### src/logic/sarp_pkg.sv
package sarp_pkg;
  // ------------------------------------------------------------
  // Result format
  // ------------------------------------------------------------
  localparam int result_width = 12;             // Converter resolution
  localparam logic [3:0] last_bit = 4'hb;       // Index of result MSB
  localparam logic [3:0] bit_count_reset = 4'h0; // Counter reset value
  localparam logic [11:0] result_reset = 12'h000; // Result reset value

  // ------------------------------------------------------------
  // Link timing
  // ------------------------------------------------------------
  localparam int clock_period_ns = 20;          // System clock period
  localparam int min_select_low_cycles = 14;    // Host keeps select low this long

  // ------------------------------------------------------------
  // Sequencer states
  // ------------------------------------------------------------
  typedef enum logic [5:0] {
    sarp_idle     = 6'h01,  // Select high, sampling, output off
    sarp_wait     = 6'h02,  // Select low, waiting for first clock pulse
    sarp_null     = 6'h04,  // Null bit, sample goes to hold
    sarp_msb      = 6'h08,  // Conversion and MSB-first shift
    sarp_lsb      = 6'h10,  // LSB-first repeat
    sarp_done     = 6'h20   // All bits sent, line low
  } sarp_state_type;
endpackage : sarp_pkg

### src/logic/sarp_sync.sv
`timescale 1ns/1ps
// ------------------------------------------------------------
// Two-stage synchroniser with edge detection on the second stage
// ------------------------------------------------------------
module sarp_sync (
  input wire logic clock,
  input wire logic reset,
  input wire logic async_in,
  input wire logic reset_value,
  output logic level,
  output logic rise,
  output logic fall
);
  logic stage_one; // Only read by level
  logic level_prev; // For edge finding

  // Two flip-flops before any logic looks at the pin
  always_ff @(posedge clock or posedge reset) begin
    if (reset) begin
      stage_one <= 1'b0;
      level <= 1'b0;
      level_prev <= 1'b0;
    end else begin
      stage_one <= async_in;
      level <= stage_one;
      level_prev <= level;
    end
  end

  // Edges seen on the settled copy only
  assign rise = level & ~level_prev;
  assign fall = ~level & level_prev;

  // Reset value input kept for caller symmetry on select line
  logic unused_reset_value;
  assign unused_reset_value = reset_value;
endmodule : sarp_sync

### src/logic/sarp_port.sv
`timescale 1ns/1ps
// Summary of operation
// - Data output changes on shift clock falling edges
// - No configuration input; fixed unipolar differential input
// - First clock pulse after select low enables output
// - Null bit, MSB-first result, then LSB-first
// - Shifted result comes from this exchange's conversion
// - Select high resets sequencing for next exchange
// - Sampling spans select-high time plus half-cycle
// - Sample end: hold positive input, start conversion
// - Hold on falling edge; twelve cycles, bit per cycle
module sarp_port (
  input wire logic clock,
  input wire logic reset,
  input wire logic select_n,
  input wire logic shift_clock,
  input wire logic comparator_high,
  output logic data_out,
  output logic data_out_enable,
  output logic sample_enable,
  output logic hold,
  output logic negative_input_select,
  output logic [11:0] trial_code,
  output logic conversion_done
);
  // ------------------------------------------------------------
  // Pin synchronisers
  // ------------------------------------------------------------
  logic select_level; // Settled select
  logic select_rise; // Select deasserted
  logic select_fall; // Select asserted
  logic shift_level; // Settled shift clock
  logic shift_rise; // Shift clock rising
  logic shift_fall; // Shift clock falling

  sarp_sync select_sync (
    .clock(clock),
    .reset(reset),
    .async_in(~select_n),
    .reset_value(1'b0),
    .level(select_level),
    .rise(select_fall),
    .fall(select_rise)
  );

  sarp_sync shift_sync (
    .clock(clock),
    .reset(reset),
    .async_in(shift_clock),
    .reset_value(1'b0),
    .level(shift_level),
    .rise(shift_rise),
    .fall(shift_fall)
  );

  // ------------------------------------------------------------
  // Sequencer state
  // ------------------------------------------------------------
  sarp_pkg::sarp_state_type state; // Current phase
  sarp_pkg::sarp_state_type next_state; // Next phase
  logic [3:0] bit_index; // Bit under test or being shifted
  logic [11:0] result; // Successive approximation register
  logic [11:0] trial_bit; // One-hot weight of bit under test
  logic clock_seen; // A shift clock rise after select fell

  // Weight of bit under test, one entry per bit
  genvar g;
  generate
    for (g = 0; g < sarp_pkg::result_width; g++) begin : gen_weight
      assign trial_bit[g] = (bit_index == 4'(g));
    end
  endgenerate

  // No data input exists; fixed differential unipolar operation

  // Next-state decode
  always_comb begin
    next_state = state;
    case (state)
      sarp_pkg::sarp_idle: begin
        if (select_fall) begin
          next_state = sarp_pkg::sarp_wait;
        end
      end
      sarp_pkg::sarp_wait: begin
        // Sampling continues until the first falling edge after a rise
        if (clock_seen && shift_fall) begin
          next_state = sarp_pkg::sarp_null;
        end
      end
      sarp_pkg::sarp_null: begin
        if (shift_fall) begin
          next_state = sarp_pkg::sarp_msb;
        end
      end
      sarp_pkg::sarp_msb: begin
        if (shift_fall && bit_index == 4'h0) begin
          next_state = sarp_pkg::sarp_lsb;
        end
      end
      sarp_pkg::sarp_lsb: begin
        if (shift_fall && bit_index == sarp_pkg::last_bit) begin
          next_state = sarp_pkg::sarp_done;
        end
      end
      sarp_pkg::sarp_done: begin
        next_state = sarp_pkg::sarp_done;
      end
      default: begin
        next_state = sarp_pkg::sarp_idle;
      end
    endcase
    // Select high aborts any phase
    if (select_rise || !select_level) begin
      if (state != sarp_pkg::sarp_idle || !select_fall) begin
        next_state = sarp_pkg::sarp_idle;
      end
    end
  end

  // State register
  always_ff @(posedge clock or posedge reset) begin
    if (reset) begin
      state <= sarp_pkg::sarp_idle;
    end else begin
      state <= next_state;
    end
  end

  // First clock pulse detector after select falls
  always_ff @(posedge clock or posedge reset) begin
    if (reset) begin
      clock_seen <= 1'b0;
    end else if (state != sarp_pkg::sarp_wait) begin
      clock_seen <= 1'b0;
    end else if (shift_rise) begin
      clock_seen <= 1'b1;
    end
  end

  // ------------------------------------------------------------
  // Conversion: one bit decision per shift clock
  // ------------------------------------------------------------
  // The comparator answer for the current trial is taken just before the
  // falling edge that shifts the decided bit out, so the result is fresh.
  always_ff @(posedge clock or posedge reset) begin
    if (reset) begin
      result <= sarp_pkg::result_reset;
      bit_index <= sarp_pkg::bit_count_reset;
    end else if (state == sarp_pkg::sarp_idle) begin
      result <= sarp_pkg::result_reset;
      bit_index <= sarp_pkg::last_bit;
    end else if (shift_fall) begin
      case (state)
        // The null bit is already out, so the MSB decision falls here
        sarp_pkg::sarp_null, sarp_pkg::sarp_msb: begin
          // Keep trial bit when comparator says input is above
          if (!comparator_high) begin
            result <= result & ~trial_bit;
          end
          if (bit_index != 4'h0) begin
            bit_index <= bit_index - 4'h1;
          end
        end
        sarp_pkg::sarp_lsb: begin
          bit_index <= bit_index + 4'h1;
        end
        default: begin
          bit_index <= bit_index;
        end
      endcase
    end else if (state == sarp_pkg::sarp_null || state == sarp_pkg::sarp_msb) begin
      // Trial on this exchange's held sample, ahead of the decision
      result <= result | trial_bit;
    end
  end

  // ------------------------------------------------------------
  // Output pins, all from flip-flops
  // ------------------------------------------------------------
  // Data changes on falling shift clock edges, and clears to low in idle
  always_ff @(posedge clock or posedge reset) begin
    if (reset) begin
      data_out <= 1'b0;
    end else if (state == sarp_pkg::sarp_idle) begin
      data_out <= 1'b0;
    end else if (shift_fall) begin
      case (state)
        sarp_pkg::sarp_wait: data_out <= 1'b0;
        sarp_pkg::sarp_null: data_out <= comparator_high;
        sarp_pkg::sarp_msb: data_out <= comparator_high;
        sarp_pkg::sarp_lsb: begin
          // LSB-first replay of the finished word
          data_out <= (bit_index == sarp_pkg::last_bit) ? 1'b0 : result[bit_index + 4'h1];
        end
        default: data_out <= 1'b0;
      endcase
    end
  end

  // Driver off until first clock pulse, and whenever select is high
  always_ff @(posedge clock or posedge reset) begin
    if (reset) begin
      data_out_enable <= 1'b0;
    end else if (!select_level || state == sarp_pkg::sarp_idle) begin
      data_out_enable <= 1'b0;
    end else if (state == sarp_pkg::sarp_wait && shift_rise) begin
      data_out_enable <= 1'b1;
    end
  end

  // Analog switch controls
  always_ff @(posedge clock or posedge reset) begin
    if (reset) begin
      sample_enable <= 1'b1;
      hold <= 1'b0;
      negative_input_select <= 1'b0;
    end else begin
      // Sampling through idle and wait; hold from null bit on
      sample_enable <= (next_state == sarp_pkg::sarp_idle) || (next_state == sarp_pkg::sarp_wait);
      hold <= (next_state != sarp_pkg::sarp_idle) && (next_state != sarp_pkg::sarp_wait);
      negative_input_select <= (next_state != sarp_pkg::sarp_idle) && (next_state != sarp_pkg::sarp_wait);
    end
  end

  // Trial code to the DAC and done flag
  always_ff @(posedge clock or posedge reset) begin
    if (reset) begin
      trial_code <= sarp_pkg::result_reset;
      conversion_done <= 1'b0;
    end else begin
      trial_code <= result;
      conversion_done <= (state == sarp_pkg::sarp_lsb) || (state == sarp_pkg::sarp_done);
    end
  end

  // Shift clock level is only used for edges here
  logic unused_shift_level;
  assign unused_shift_level = shift_level;
endmodule : sarp_port

### config.mk
export PLATFORM = sky130hd
export DESIGN_NAME = sarp_port
export DESIGN_NICKNAME = d
export VERILOG_FILES = /design/src/logic/sarp_pkg.sv /design/src/logic/sarp_sync.sv /design/src/logic/sarp_port.sv
export SDC_FILE = /design/constraint.sdc
export NUM_CORES = 1
export LEC_CHECK = 0
export BUFFER_PORTS_ARGS = -buffer_cell sky130_fd_sc_hd__clkbuf_2
export CAP_MARGIN = 15
export CORE_UTILIZATION = 36
export DETAILED_ROUTE_END_ITERATION = 16
export HOLD_SLACK_MARGIN = 0.05
export SLEW_MARGIN = 20
export SYNTH_ARGS = -nofsm -noshare
export SYNTH_HDL_FRONTEND = slang
export SYNTH_SLANG_ARGS = --single-unit
### constraint.sdc
create_clock -name clock -period 2 [get_ports clock]
set_input_delay 0.4 -clock clock [delete_from_list [all_inputs] [get_ports clock]]
set_output_delay 0.4 -clock clock [all_outputs]
set_load 0.1 [all_outputs]
=== After elaboration in Yosys (flattened, before gate mapping) ===
Index checks and enable logic that the tools add are counted.

* Register bits: 46
* Bits in latches: 0
* Bits in writable memories: 0
* ROM bits: 0
* Input bits: 5
* Output and inout bits: 18
* Logic and storage cells: 107
* Memories: 0

* $add $sub $neg: 2
* Multipliers: 0
* Divide/modulo/power cells: 0
* Order comparisons: 1
* Equality and inequality tests: 26
* Shift operators: 0
* Multiplexer cells: 27
* Bitwise gates (word level): 12
* Reduce and logical (&&, ||, !) cells: 23

{| class="wikitable"
|+ Operators by type and width
! operator !! number
|-
| $mux W12 || 5
|-
| $mux W6 || 7
|-
| $pmux W6 S6 || 1
|-
| $eq A4 B3 Y1 const B || 4
|-
| $eq A4 B4 Y1 const B || 4
|-
| $and A12 B12 Y12 || 1
|-
| $eq A6 B1 Y1 const B || 2
|-
| $eq A6 B2 Y1 const B || 2
|-
| $mux W4 || 3
|-
| $ne A6 B1 Y1 const B || 2
|-
| $ne A6 B2 Y1 const B || 2
|-
| $not A12 Y12 || 1
|-
| $or A12 B12 Y12 || 1
|-
| $eq A4 B2 Y1 const B || 2
|-
| $mux W1 || 8
|-
| $pmux W4 S2 || 1
|-
| $eq A6 B3 Y1 const B || 1
|-
| $eq A6 B4 Y1 const B || 1
|-
| $eq A6 B5 Y1 const B || 1
|-
| $eq A6 B6 Y1 const B || 1
|-
| $logic_or A1 B1 Y1 || 6
|-
| $ne A3 B2 Y1 const B || 2
|-
| $reduce_and A3 Y1 || 2
|-
| $reduce_bool A2 Y1 || 3
|-
| 15 further kinds || 28
|}

=== Depth between registers and ports, before layout ===
* Depth after elaboration: 9
* Gate-level depth with buffers: 8
* Gate-level depth less buffers: 7

=== By module ===
Synthesis repeated with hierarchy kept, for this count alone.

* Cell total of the unflattened synthesis: 205
* Area total of the unflattened synthesis: 2215.9 um^2

{| class="wikitable"
|+ Modules (own cells, without submodules)
! module !! instances !! cells each !! area each (um^2)
|-
| sarp_port || 1 || 193 || 2028.2
|-
| sarp_sync || 2 || 6 || 93.8
|}

=== Worst setup path before layout ===
No wires, ideal clock.

* Path type: reg-to-reg
* From: register bit_index[0]
* To: register data_out
* Setup time: 0.126 ns
* Arrival time: 1.935 ns
* Required time: 1.874 ns
* Path slack: -0.061 ns
* Cell stages (with the launch flop): 9
* Clock period less this slack: 2.061 ns
* Cell sequence: dfrtp_1 inv_1 ha_1 clkbuf_1 mux2i_1 nor2_1 a2111oi_0 a211o_1 a21oi_1

* Cells in the longest elaborated chain, start to end: 7
* Elaborated cells on any way between the ends: 8

{| class="wikitable"
|+ Ends and longest elaborated chain
! what !! line !! source
|-
| from (decl) || sarp_port.sv:61 || <nowiki>logic [3:0] bit_index;</nowiki>
|-
| from (signal assigned) || sarp_port.sv:149 || <nowiki>bit_index <= sarp_pkg::bit_count_reset;</nowiki>
|-
| from (signal assigned) || sarp_port.sv:152 || <nowiki>bit_index <= sarp_pkg::last_bit;</nowiki>
|-
| from (signal assigned) || sarp_port.sv:162 || <nowiki>bit_index <= bit_index - 4'h1;</nowiki>
|-
| $add A4 B1 Y4 || sarp_port.sv:194 || <nowiki>data_out <= (bit_index == sarp_pkg::last_bit) ? 1'b0 : result[bit_index + 4'h1];</nowiki>
|-
| $bmux W1 S4 || sarp_port.sv:194 ||
|-
| $mux W1 (not written as such) || sarp_port.sv:194 ||
|-
| $mux W1 (*) || sarp_port.sv:194 ||
|-
| $pmux W1 S2 (*) || sarp_port.sv:188 || <nowiki>case (state)</nowiki>
|-
| $mux W1 (*) || sarp_port.sv:187 || <nowiki>end else if (shift_fall) begin</nowiki>
|-
| $mux W1 (*) || sarp_port.sv:185 || <nowiki>end else if (state == sarp_pkg::sarp_idle) begin</nowiki>
|-
| to (signal assigned) || sarp_port.sv:190 || <nowiki>sarp_pkg::sarp_null: data_out <= comparator_high;</nowiki>
|-
| to (signal assigned) || sarp_port.sv:191 || <nowiki>sarp_pkg::sarp_msb: data_out <= comparator_high;</nowiki>
|-
| to (signal assigned) || sarp_port.sv:194 ||
|-
| to (decl) || sarp_port.sv:18 || <nowiki>output logic data_out,</nowiki>
|}

Every way passes the cells marked *; elsewhere a longest branch is shown, timed or not. The select of a mux whose other input is x is not followed.
A chain may end at the register's enable or synchronous reset.

=== Worst setup path after layout ===
* From: register state[2]
* To: register bit_index[3]

* Cells in the longest elaborated chain, start to end: 5
* Elaborated cells on any way between the ends: 12

{| class="wikitable"
|+ Ends and longest elaborated chain
! what !! line !! source
|-
| from (decl) || sarp_port.sv:59 || <nowiki>sarp_pkg::sarp_state_type state;</nowiki>
|-
| from (signal assigned) || sarp_port.sv:124 || <nowiki>state <= sarp_pkg::sarp_idle;</nowiki>
|-
| from (signal assigned) || sarp_port.sv:126 || <nowiki>state <= next_state;</nowiki>
|-
| $eq A6 B3 Y1 / $eq A6 B4 Y1 (equally long branches) || sarp_port.sv:154 || <nowiki>case (state)</nowiki>
|-
| $reduce_or A2 Y1 (no line) || - ||
|-
| $pmux W4 S2 || sarp_port.sv:154 ||
|-
| $mux W4 || sarp_port.sv:153 || <nowiki>end else if (shift_fall) begin</nowiki>
|-
| $mux W4 || sarp_port.sv:150 || <nowiki>end else if (state == sarp_pkg::sarp_idle) begin</nowiki>
|}

Several ways; a longest one is shown, not always the timed one. The select of a mux whose other input is x is not followed.

==> flow_metrics.tcl <==
set metrics [dict create \
    status "completed" \
    grt-ovfl-total 0 \
    ctsHoldBuffers 0 \
    max_clock_freq_mhz 515.5 \
    cpPeakStageDelay_ps 450 \
    worstMarginPinSlew_ps 540.9 \
    clockRootBuffer "clkbuf_8" \
    synth_edf_count 0 \
    crit_chain "nor4_1 > and3b_1 > buf_4 > o211ai_2 > a21oi_1 > mux2i_1" \
    routed-via-count 1612 \
    internal_power_mw 1.235 \
    post_synth.cell_area_avg_sq_um 11.16 \
    netlist_area_sq_um 2176 \
    grt_pass1_wl_um 7500 \
    synth_flop_cell "dfrtp_1" \
    clock-sinks 46 \
    grt_antenna_before_repair 0 \
    power.density_nw_per_um2 648.9 \
    row_count 27 \
    ys_ff_latch 46 \
    area_growth_pct 17.88 \
    cts.htree.levels 2 \
    wirelength_um 4375 \
    clockBufferDepth 2 \
    crit_buf_inv 1 \
    synthDistinctLibCells 50 \
    arrival_ps 2160 \
    power.switching_mw 0.4297 \
    grt_max_degree 29 \
    initial_core_util_pct 38.34 \
    multiInputGateArea_sq_um 930.9 \
    drt.antenna.violating_nets 0 \
    setup_ws_ps 60.09 \
    critPathKind "flip-flop to flip-flop" \
    hold_class "input pin to asynchronous set/reset pin" \
    hold_violations 0 \
    die-area_sq_um 6359 \
    drv_cap 0 \
    nets 240 \
    slew_viol_final 0 \
    seqPwrFrac_pct 57.5 \
    yosys.area.top_type_share_pct 50.60 \
    grt_pass1_vias 1464 \
    dp_hpwl_um 3150 \
    drt_iter0_drc 102 \
    first_pass_iters 4 \
    yosys.area.top_type "dfrtp_1" \
    slew_headroom_pct 64.09 \
    r2r_slack_ps 60 \
    yosysSeqAreaShare_pct 53.02 \
    yosys-top-cells-count "44 x dfrtp_1, 21 x a21oi_1, 12 x nor2_1" \
    cts_made_buffers 5 \
    clk_latency_ps 290 \
    drive_above_1_share_pct 26.29 \
    peakVddDrop_mv 0.2606 \
    cts_tree "built" \
    clk_transition_reported_paths_ps 80 \
    p_clk_share_pct 32.4 \
    setup_viol 0 \
    synth_most_common_cell "dfrtp_1" \
    syn-num-nets 204 \
    cp.required_ps 2220 \
    die_h_um 79.75 \
    fin_skew_ps 5.571 \
    die_w_um 79.75 \
    synth_area_leaders "dfrtp_1 51%, a21oi_1 4.8%, a311oi_1 4.0%, mux2i_1 2.8%, a2111oi_4 2.5%" \
    portBuffers 22 \
    fin_hold_ws_ps 77.00 \
    core_area_sq_um 5675 \
    rsz0062_at_grt "true" \
    drc 0 \
    yosysWarnings 0 \
    place.gp.congestion 0.8340 \
    grt_use_total_pct 15.69 \
    cp_slowest_cell "dfrtp_1" \
    period_share_pct 97.00 \
    critical_path_peak_fanout 11 \
    worstSetupEndpointType "flip-flop" \
    period_minus_slack_ps 1940 \
    synth_cells 195 \
    leakagePower_nw 1.165 \
    wire_per_inst_um 14.39 \
    io-pin-count 23 \
    post-place-ws_ps 47.45 \
    fill_cells 540 \
    vias_per_cell 5.303 \
    ys_async_sr_fraction_pct 100.0 \
    seq_area_sq_um 1154 \
    crit_path_start_kind "flip-flop" \
    netSwitchingFraction_pct 25.82 \
    power.share.combinational_pct 10.1 \
    diodes 0 \
    crit_family "simple AND/OR/NAND/NOR gates" \
]
==> layout by cell type, fill, tap and decap left out, drive strengths merged, types with 2 or more instances in the layout <==
cell type,Yosys,routed
a2111oi,3,3
a21oi,21,21
a311oi,10,10
and2,3,3
and3b,3,3
and4b,2,2
buf,4,19
clkbuf,8,28
clkinv,0,2
dfrtp,44,44
dfstp,2,2
ha,4,4
inv,8,8
mux2i,6,6
nand2,11,11
nand2b,3,3
nand3,9,9
nand3b,2,2
nor2,12,12
nor2b,2,2
nor3,2,2
nor4,3,3
o211ai,3,3
o21ai,7,7
o31ai,2,2
or4,2,2
xnor2,2,2
xor2,3,3
==> cell families (layout without fill, tap and decap cells) <==
family                   after synthesis  count (layout)  share of synthesized area [%]
AND/OR/NAND/NOR                       57              57                          15.07
AO/OA/AOI/OAI                         56              56                          19.44
flip-flops                            46              46                          53.02
buffers and inverters                 20              57                          4.370
multiplexers                           7               7                          3.795
XOR/XNOR                               5               5                          2.013
adder cells (fa/ha/maj)                4               4                          2.300
==> power by group through the flow <==
stage	Clock [mW]	Sequential, mW	Combinational, mW
global route	0.600	0.959	0.181
floorplan	0	1.01	0.0872
CTS	0.559	0.957	0.170
global placement	0	0.975	0.169
finish	0.539	0.956	0.169
detailed placement	0	0.975	0.170
==> final timing paths <==
kind / cells past startpoint / end / start
max: 6 / bit_index[3] / state[2]
min: 2 / data_out / reset
max reg2reg: 6 / bit_index[3] / state[2]
min reg2reg: 0 / select_sync.level / select_sync.stage_one
max in group asynchronous: 3 / result[6] / reset
min in group clock: 1 / shift_sync.stage_one / shift_clock
==> final cells by class <==
type	count	area share, %
well taps	72	3.512
clock inverters	2	0.3902
multi-input cells	129	36.29
clock buffers	6	2.829
inverters	8	1.171
repair buffers	41	10.83
flip-flops and latches	46	44.98
==> repair_timing <==
action	4_1_cts	5_1_grt
setup buffers	0	1
endpoints found under the setup margin	0	10
resized for setup	0	2
==> routing by layer <==
metal  wire length [um]  up-vias  track usage (%)
met5                  0        -                0
met4                 65        0            5.357
met3                159        5            3.543
met2               1986       37            22.65
met1               2164      784            22.99
li1                   -      786                -
==> worst reg2reg max path, cell delays in order (launching register included) <==
cell and delay, ps:
dfrtp_1 450, nor4_1 430, and3b_1 260, buf_4 190
o211ai_2 150, a21oi_1 200, mux2i_1 190
==> flip-flops by register name (all words and copies together), names as in the netlist <==
name,flops
result,12
trial_code,12
state,6
bit_index,4
clock_seen,1
conversion_done,1
data_out,1
data_out_enable,1
negative_input_select,1
sample_enable,1
select_sync.level,1
select_sync.level_prev,1
select_sync.stage_one,1
shift_sync.level,1
shift_sync.level_prev,1
shift_sync.stage_one,1
==> metrics by stage <==
stage / power, mW / std cells / utilization [%] / area, sq um / TNS (ps)
2_1_floorplan: 1.094 / 195 / - / 2177 / 0
3_3_place_gp: 1.144 / 295 / 43.54 / 2471 / 0
3_5_place_dp: 1.145 / 295 / 43.54 / 2471 / 0
4_1_cts: 1.685 / 303 / 45.00 / 2554 / 0
5_1_grt: 1.741 / 304 / 45.19 / 2565 / -185.6
6_report: 1.665 / 304 / 45.19 / 2565 / 0
No activity file was read; power rests on OpenSTA's default activity.
